==> src/inc/rea_regs.vh <==
// Register offsets, field positions and reset values of the result event and alarm block.
`ifndef REA_REGS_VH
`define REA_REGS_VH

// ----------------------------------------------------------------
// Register byte offsets
// ----------------------------------------------------------------
`define REA_CTRL_OFF      12'h000
`define REA_STAT_OFF      12'h004
`define REA_TAU_OFF       12'h008
`define REA_NVM_OFF       12'h00C
`define REA_CH_BASE       12'h010
`define REA_CH_STRIDE     12'h010
`define REA_CH_CFG_OFF    4'h0
`define REA_CH_LOW_OFF    4'h4
`define REA_CH_HIGH_OFF   4'h8
`define REA_CH_RES_OFF    4'hC

// ----------------------------------------------------------------
// Global control fields
// ----------------------------------------------------------------
`define REA_CTRL_CYCLIC   0
`define REA_CTRL_DUAL     1

// ----------------------------------------------------------------
// Channel configuration fields
// ----------------------------------------------------------------
`define REA_CFG_FUNC      0
`define REA_CFG_EOC_POL   1
`define REA_CFG_WINDOW    2
`define REA_CFG_REGION    3
`define REA_CFG_ALM_POL   4
`define REA_CFG_HYST_LSB  8
`define REA_CFG_PERS_LSB  24

// ----------------------------------------------------------------
// Reset values and store key
// ----------------------------------------------------------------
`define REA_CFG_RST       32'h0000_0000
`define REA_LOW_RST       24'h00_0000
`define REA_HIGH_RST      24'hFF_FFFF
`define REA_TAU_RST       4'h0
`define REA_NVM_KEY       32'h0000_00A5

`endif

==> src/core/rea_event_alarm.v <==
// Result-ready and alarm event logic with result filter and APB register access.
//
// The implementer's own choices: the APB interface to the registers and the address map.
`timescale 1ns/100ps
`include "rea_regs.vh"

module rea_event_alarm #(
  parameter DW = 24,
  parameter PW = 8
) (
  input  wire          pclk,
  input  wire          presetn,
  input  wire          psel,
  input  wire          penable,
  input  wire          pwrite,
  input  wire [11:0]   paddr,
  input  wire [31:0]   pwdata,
  input  wire [3:0]    pstrb,
  output reg  [31:0]   prdata,
  output wire          pready,
  output wire          pslverr,
  input  wire [1:0]    res_valid,
  input  wire [2*DW-1:0] res_data,
  output wire [1:0]    res_wr,
  output wire [2*DW-1:0] res_out,
  output wire          gpio2_out,
  output wire          gpio2_oe,
  output wire          gpio3_out,
  output wire          gpio3_oe
);

  // ----------------------------------------------------------------
  // Helper functions
  // ----------------------------------------------------------------
  function [31:0] merge;
    input [31:0] old_v;
    input [31:0] new_v;
    input [3:0]  strb;
    integer k;
    begin
      merge = old_v;
      for (k = 0; k < 4; k = k + 1) begin
        if (strb[k]) begin
          merge[k*8 +: 8] = new_v[k*8 +: 8];
        end
      end
    end
  endfunction

  function [DW:0] sat_add;
    input [DW-1:0] a;
    input [DW-1:0] b;
    begin
      sat_add = {1'b0, a} + {1'b0, b};
    end
  endfunction

  // ----------------------------------------------------------------
  // Register bus
  // ----------------------------------------------------------------
  reg  [1:0]  ctrl_ff;
  reg  [3:0]  tau_shadow_ff;
  reg  [3:0]  tau_active_ff;
  reg  [31:0] cfg_ff [0:1];
  reg  [DW-1:0] low_ff [0:1];
  reg  [DW-1:0] high_ff [0:1];
  reg  [1:0]  eoc_seen_ff;
  reg  [1:0]  alarm_ff;

  wire        acc     = psel & penable;
  wire        wr_en   = acc & pwrite;
  wire        ch_sel  = (paddr >= `REA_CH_BASE) && (paddr < (`REA_CH_BASE + 12'h020));
  wire [11:0] ch_rel  = paddr - `REA_CH_BASE;
  wire        ch_idx  = ch_rel[4];
  wire [3:0]  ch_reg  = ch_rel[3:0];
  wire        glob_ok = (paddr == `REA_CTRL_OFF) || (paddr == `REA_STAT_OFF) ||
                        (paddr == `REA_TAU_OFF) || (paddr == `REA_NVM_OFF);

  assign pready  = 1'b1;
  assign pslverr = acc & ~(glob_ok | ch_sel);

  wire [DW-1:0] flt_res [0:1];

  always @* begin
    prdata = 32'h0000_0000;
    if (ch_sel) begin
      case (ch_reg)
        `REA_CH_CFG_OFF:  prdata = cfg_ff[ch_idx];
        `REA_CH_LOW_OFF:  prdata = {{(32-DW){1'b0}}, low_ff[ch_idx]};
        `REA_CH_HIGH_OFF: prdata = {{(32-DW){1'b0}}, high_ff[ch_idx]};
        `REA_CH_RES_OFF:  prdata = {{(32-DW){1'b0}}, flt_res[ch_idx]};
        default:          prdata = 32'h0000_0000;
      endcase
    end else begin
      case (paddr)
        `REA_CTRL_OFF: prdata = {30'h0, ctrl_ff};
        `REA_STAT_OFF: prdata = {24'h0, tau_active_ff, alarm_ff, eoc_seen_ff};
        `REA_TAU_OFF:  prdata = {28'h0, tau_shadow_ff};
        default:       prdata = 32'h0000_0000;
      endcase
    end
  end

  wire       rd_stat = acc & ~pwrite & (paddr == `REA_STAT_OFF);
  wire [31:0] ctrl_w = merge({30'h0, ctrl_ff}, pwdata, pstrb);
  wire [31:0] tau_w  = merge({28'h0, tau_shadow_ff}, pwdata, pstrb);

  always @(posedge pclk or negedge presetn) begin
    if (!presetn) begin
      ctrl_ff       <= 2'h0;
      tau_shadow_ff <= `REA_TAU_RST;
      tau_active_ff <= `REA_TAU_RST;
    end else begin
      if (wr_en && paddr == `REA_CTRL_OFF) begin
        ctrl_ff <= ctrl_w[1:0];
      end
      if (wr_en && paddr == `REA_TAU_OFF) begin
        tau_shadow_ff <= tau_w[3:0];
      end
      // A new time constant only reaches the filter on the store command.
      if (wr_en && paddr == `REA_NVM_OFF && pwdata == `REA_NVM_KEY) begin
        tau_active_ff <= tau_shadow_ff;
      end
    end
  end

  // ----------------------------------------------------------------
  // Per-channel filter, comparator and pin drive
  // ----------------------------------------------------------------
  reg [1:0] pin_ff;
  reg [1:0] eoc_ff;
  wire      cyclic = ctrl_ff[`REA_CTRL_CYCLIC];
  wire      dual   = ctrl_ff[`REA_CTRL_DUAL];

  genvar g;
  generate
    for (g = 0; g < 2; g = g + 1) begin : g_ch
      reg  [DW+15:0] acc_ff;
      reg  [DW-1:0]  out_ff;
      reg  [PW-1:0]  pers_ff;
      wire [31:0]    cfg_w  = merge(cfg_ff[g], pwdata, pstrb);
      wire [31:0]    low_w  = merge({{(32-DW){1'b0}}, low_ff[g]}, pwdata, pstrb);
      wire [31:0]    high_w = merge({{(32-DW){1'b0}}, high_ff[g]}, pwdata, pstrb);
      wire           hit    = wr_en & ch_sel & (ch_idx == g);
      wire [DW-1:0]  din    = res_data[g*DW +: DW];
      wire [DW-1:0]  hyst   = {{(DW-16){1'b0}}, cfg_ff[g][`REA_CFG_HYST_LSB +: 16]};
      wire [PW-1:0]  pers   = cfg_ff[g][`REA_CFG_PERS_LSB +: PW];
      wire           win    = cfg_ff[g][`REA_CFG_WINDOW];
      wire           reg_in = cfg_ff[g][`REA_CFG_REGION];
      wire           flt_on = cyclic & ~dual & (tau_active_ff != 4'h0);

      // Accumulator keeps 16 fraction bits; y += (x - y) >> tau.
      wire [DW+15:0] x_ext  = {din, 16'h0000};
      wire [DW+16:0] diff   = {1'b0, x_ext} - {1'b0, acc_ff};
      wire [DW+16:0] step   = $signed(diff) >>> tau_active_ff;
      wire [DW+15:0] acc_n  = flt_on ? acc_ff + step[DW+15:0] : x_ext;
      wire [DW-1:0]  y      = acc_n[DW+15:16];

      // Limits widened by hysteresis toward the side the alarm must leave from.
      wire [DW:0]    lo_up  = sat_add(low_ff[g], hyst);
      wire [DW:0]    hi_up  = sat_add(high_ff[g], hyst);
      wire [DW:0]    lo_dn  = {1'b0, low_ff[g]} - {1'b0, hyst};
      wire [DW:0]    hi_dn  = {1'b0, high_ff[g]} - {1'b0, hyst};
      wire           act    = alarm_ff[g];
      // Single limit uses the lower limit; active state keeps the wider side.
      wire           above  = act ? ({1'b0, y} > lo_dn) : ({1'b0, y} > lo_up);
      wire           below  = act ? ({1'b0, y} < lo_up) : ({1'b0, y} < lo_dn);
      wire           out_w  = act ? (({1'b0, y} < lo_up) | ({1'b0, y} > hi_dn))
                                  : (({1'b0, y} < lo_dn) | ({1'b0, y} > hi_up));
      wire           in_w   = act ? (({1'b0, y} > lo_dn) & ({1'b0, y} < hi_up))
                                  : (({1'b0, y} > lo_up) & ({1'b0, y} < hi_dn));
      wire           cond   = win ? (reg_in ? in_w : out_w) : (reg_in ? below : above);

      always @(posedge pclk or negedge presetn) begin
        if (!presetn) begin
          cfg_ff[g]  <= `REA_CFG_RST;
          low_ff[g]  <= `REA_LOW_RST;
          high_ff[g] <= `REA_HIGH_RST;
          acc_ff     <= {(DW+16){1'b0}};
          out_ff     <= {DW{1'b0}};
          pers_ff    <= {PW{1'b0}};
          alarm_ff[g] <= 1'b0;
          eoc_ff[g]  <= 1'b0;
        end else begin
          if (hit && ch_reg == `REA_CH_CFG_OFF) begin
            cfg_ff[g] <= cfg_w;
          end
          if (hit && ch_reg == `REA_CH_LOW_OFF) begin
            low_ff[g] <= low_w[DW-1:0];
          end
          if (hit && ch_reg == `REA_CH_HIGH_OFF) begin
            high_ff[g] <= high_w[DW-1:0];
          end
          eoc_ff[g] <= res_valid[g];
          if (res_valid[g]) begin
            acc_ff <= acc_n;
            out_ff <= y;
            if (cond == alarm_ff[g]) begin
              pers_ff <= {PW{1'b0}};
            end else if (pers == {PW{1'b0}} || pers_ff == pers - {{(PW-1){1'b0}}, 1'b1}) begin
              alarm_ff[g] <= cond;
              pers_ff     <= {PW{1'b0}};
            end else begin
              pers_ff <= pers_ff + {{(PW-1){1'b0}}, 1'b1};
            end
          end
        end
      end

      assign flt_res[g]          = out_ff;
      assign res_out[g*DW +: DW] = out_ff;
      assign res_wr[g]           = eoc_ff[g];

      // Pin level: result-ready pulse or alarm level, each with its own polarity.
      always @(posedge pclk or negedge presetn) begin
        if (!presetn) begin
          pin_ff[g] <= 1'b0;
        end else if (cfg_ff[g][`REA_CFG_FUNC]) begin
          pin_ff[g] <= alarm_ff[g] ^ ~cfg_ff[g][`REA_CFG_ALM_POL];
        end else begin
          pin_ff[g] <= eoc_ff[g] ^ ~cfg_ff[g][`REA_CFG_EOC_POL];
        end
      end
    end
  endgenerate

  // Sticky result-ready seen bits clear on status read; a new result wins.
  always @(posedge pclk or negedge presetn) begin
    if (!presetn) begin
      eoc_seen_ff <= 2'b00;
    end else begin
      eoc_seen_ff <= (rd_stat ? 2'b00 : eoc_seen_ff) | eoc_ff;
    end
  end

  assign gpio2_out = pin_ff[0];
  assign gpio3_out = pin_ff[1];
  assign gpio2_oe  = 1'b1;
  assign gpio3_oe  = 1'b1;

  // Limits ordering, lower limit ceiling and hysteresis ceiling are left to software.

endmodule // rea_event_alarm

==> config.mk <==
export PLATFORM = sky130hd
export DESIGN_NAME = rea_event_alarm
export DESIGN_NICKNAME = d
export VERILOG_FILES = /design/src/core/rea_event_alarm.v
export VERILOG_INCLUDE_DIRS = /design/src /design/src/inc
export SDC_FILE = /design/constraint.sdc
export NUM_CORES = 2
export LEC_CHECK = 0
export BUFFER_PORTS_ARGS = -buffer_cell sky130_fd_sc_hd__buf_2
export CORE_MARGIN = 3
export CORE_UTILIZATION = 64
export DETAILED_ROUTE_END_ITERATION = 8
export PLACE_DENSITY = 0.83
export REMOVE_ABC_BUFFERS = 1
export SYNTH_ARGS = -nofsm -noshare
export SYNTH_HDL_FRONTEND = slang
export SYNTH_SLANG_ARGS = --single-unit
==> constraint.sdc <==
create_clock -name pclk -period 10.5 [get_ports pclk]
set_input_delay 2.1 -clock pclk [delete_from_list [all_inputs] [get_ports pclk]]
set_output_delay 2.1 -clock pclk [all_outputs]
set_load 0.01 [all_outputs]
==> out/qor.csv <==
metric,value,unit
outcome,completed,
Post-DP HPWL,107000,µm
gpl congestion,1.08,
Max-Cap Viols,0,
Die Span Y,244,µm
f_max,0.0977,GHz
GRT overflow,0,
Area Growth Syn to Fin,15.8,%
Period minus WS final,10.24,ns
worst r2r src,g_ch[1].acc_ff[4],
CP Buf/Inv Count,1,
TNS Setup,0,ns
die area,0.0597,mm²
Async SR Flop Fraction,100,%
# IOs,191,
peak supply drop,0.000151,V
hold_sp,eoc_seen_ff[1],
XOR/XNOR Fraction of Synth Area,7.84,%
post-route cell area,0.0421,mm²
CTS H-tree lvls,2,
core area,0.0556,mm²
Crit-path slowest cell,mux4_2,
Post-Syn Instances,4541,
Post-Route WL,136000,µm
yosys synthesis warning count,0,
Critical Path Sink Type,flip-flop,
first-pass GRT wire length,204000,µm
largest family of logic cells by synthesized area,compound AO/OA/AOI/OAI gates,
fin crit share,97.5,%
overall routing resource usage,43.5,%
post-synthesis sequential area ratio,19.0,%
Num CTS Buffers,35,
# hold bufs at CTS,0,
crit-path leading delay family,compound AO/OA/AOI/OAI gates,
leading area contributor after synthesis,dfrtp_1,
Layout Skew,0.0243,ns
worst skew pair latency,0.58,ns
post-synthesis adder-cell area fraction,15.7,%
CTS tree,done,
via count,38100,
Register-to-Register Path Depth,41,
chip width,244,µm
fin util,75.6,%
Power Total,4.42,mW
Min-Delay Path Class,reg -> reg,
largest net degree at the start of global routing,83,
simple-gate area share of the yosys netlist,17.1,%
# DRC,0,
crit start category,input pin,
Slew @ Worst Pin,1.17,ns
dpl cell area,0.0401,mm²
final hold violation count,0,
Cell Rows,86,
via/cell ratio,6.67,
worst hold slack,0.494,ns
CP dominant cell by count,o21ai_2,
clock sink total,274,
Worst Slack Setup Final,0.262,ns
r2r endpoint,g_ch[1].pers_ff[4],
Critical Path RT,10.99,ns
Avg Inst Size Synth,8.00,µm²
leak pwr,19.9,nW
crit path DAT,10.73,ns
CTS root buf,clkbuf_16,
ys flop type,dfrtp_1,
pwr/cell area,105,mW/mm²
Post-Layout Cell Count,5715,
Synth Area in Compound Gates,22.2,%
Worst-path clk slew,0.06,ns
largest cells by area after synthesis,"dfrtp_1 16%, ha_1 15%, mux2i_1 5.9%",
post-synth top area share,15.6,%
Worst Path Max Fanout,8,
Total Nets Final,5487,
mux cell area share after synthesis,12.1,%
Worst Hold Depth,1,
Synth cell types,99,
"setup slack, reg-to-reg",0.86,ns
setup violators final,0,
port buffer count,187,
dpl ws,-0.795,ns
commonest cells in the netlist,"438 x ha_1, 401 x nand2_1, 353 x a21oi_1",
vias in the first global route,35700,
cell with the most instances after synthesis,ha_1,
clk buf depth,3,
number of synthesized flops with an enable pin,0,
initial antenna violation count,10,
Routed wire per std cell,23.8,µm
DP Cell Count,5627,
max_slew headroom,19.8,%
drt pass-1 iters,9,
Yosys reg bits,274,
layout cell share with drive strength beyond 1,21.4,%
worst stage delay on the critical path,0.49,ns
Max Slew Vio Count,0,
WS Path Type,in -> reg,
Worst Hold Path EP,eoc_seen_ff[1],
Starting Density,65.3,%
1st-iter DRT viols,4616,
synthesized cell area,0.0363,mm²
Antenna Nets Post-Route,0,
==> per-layer routing <==
layer / track usage, % / routed length (µm)
met1: 58.9 / 54200
met3: 9.23 / 16400
met5: 0 / 48
met2: 65.9 / 57300
met4: 21.3 / 8210
==> worst max-delay path by stage <==
stage / from / endpoint / depth (start not counted)
2_1_floorplan: tau_active_ff[0] / g_ch[1].pers_ff[2] / 34
3_3_place_gp: res_data[0] / g_ch[0].pers_ff[6] / 43
3_5_place_dp: res_data[24] / g_ch[1].pers_ff[6] / 42
4_1_cts: res_data[0] / g_ch[0].pers_ff[3] / 47
5_1_grt: res_data[0] / g_ch[0].pers_ff[6] / 47
6_report: res_data[0] / g_ch[0].pers_ff[3] / 44
==> final cells by class <==
cell class / count / area, µm²
multi-input combinational: 3741 / 27800
fill: 4297 / 13600
sequential: 274 / 6920
timing repair buffer: 622 / 4210
inverter: 262 / 983
clock buffer: 45 / 953
tap: 748 / 936
clock inverter: 19 / 259
antenna: 4 / 10.0
==> kinds of logic after synthesis <==
logic type,count (synthesis)
mux,400
simple gates,1295
compound gates,1269
other cells,1
xor+xnor,323
flops,274
fa+ha+maj,451
buf+inv,528
==> power breakdown <==
part	internal (mW)	leakage [nW]	total (mW)	switching, mW
Clock	0.754	0.588	1.31	0.553
Combinational	0.924	15.9	1.98	1.06
Sequential	1.08	3.37	1.13	0.0540
Total	2.75	19.9	4.42	1.67
==> timing repair <==
action,4_1_cts,5_1_grt
pin swaps,0,47
gates resized for setup,12,131
setup buffers,1,19
setup endpoints to repair,16,18
==> sequential cells by signal, summed over array words and instances (netlist names) <==
signal / cells
tau_active_ff: 4
ctrl_ff: 2
res_wr: 2
g_ch.acc_ff: 80
tau_shadow_ff: 4
g_ch.act: 2
g_ch.pers_ff: 16
low_ff: 48
cfg_ff: 64
eoc_seen_ff: 2
high_ff: 48
gpio3_out: 1
gpio2_out: 1
==> placed cells by master (no fill, tap or decap), drive strengths merged, types with 48 or more instances in the layout <==
master	instances
o21ai	310
nand3	113
inv	263
nand2	401
xnor2	241
nand2b	58
buf	622
dfrtp	226
o21bai	48
a21oi	354
ha	438
nor2	317
and3	54
dfstp	48
nor2b	58
xor2	82
nor3	81
o21a	52
nand4	50
mux2i	216
mux2	170
a21o	106
Power figures use the tool's default switching activity.
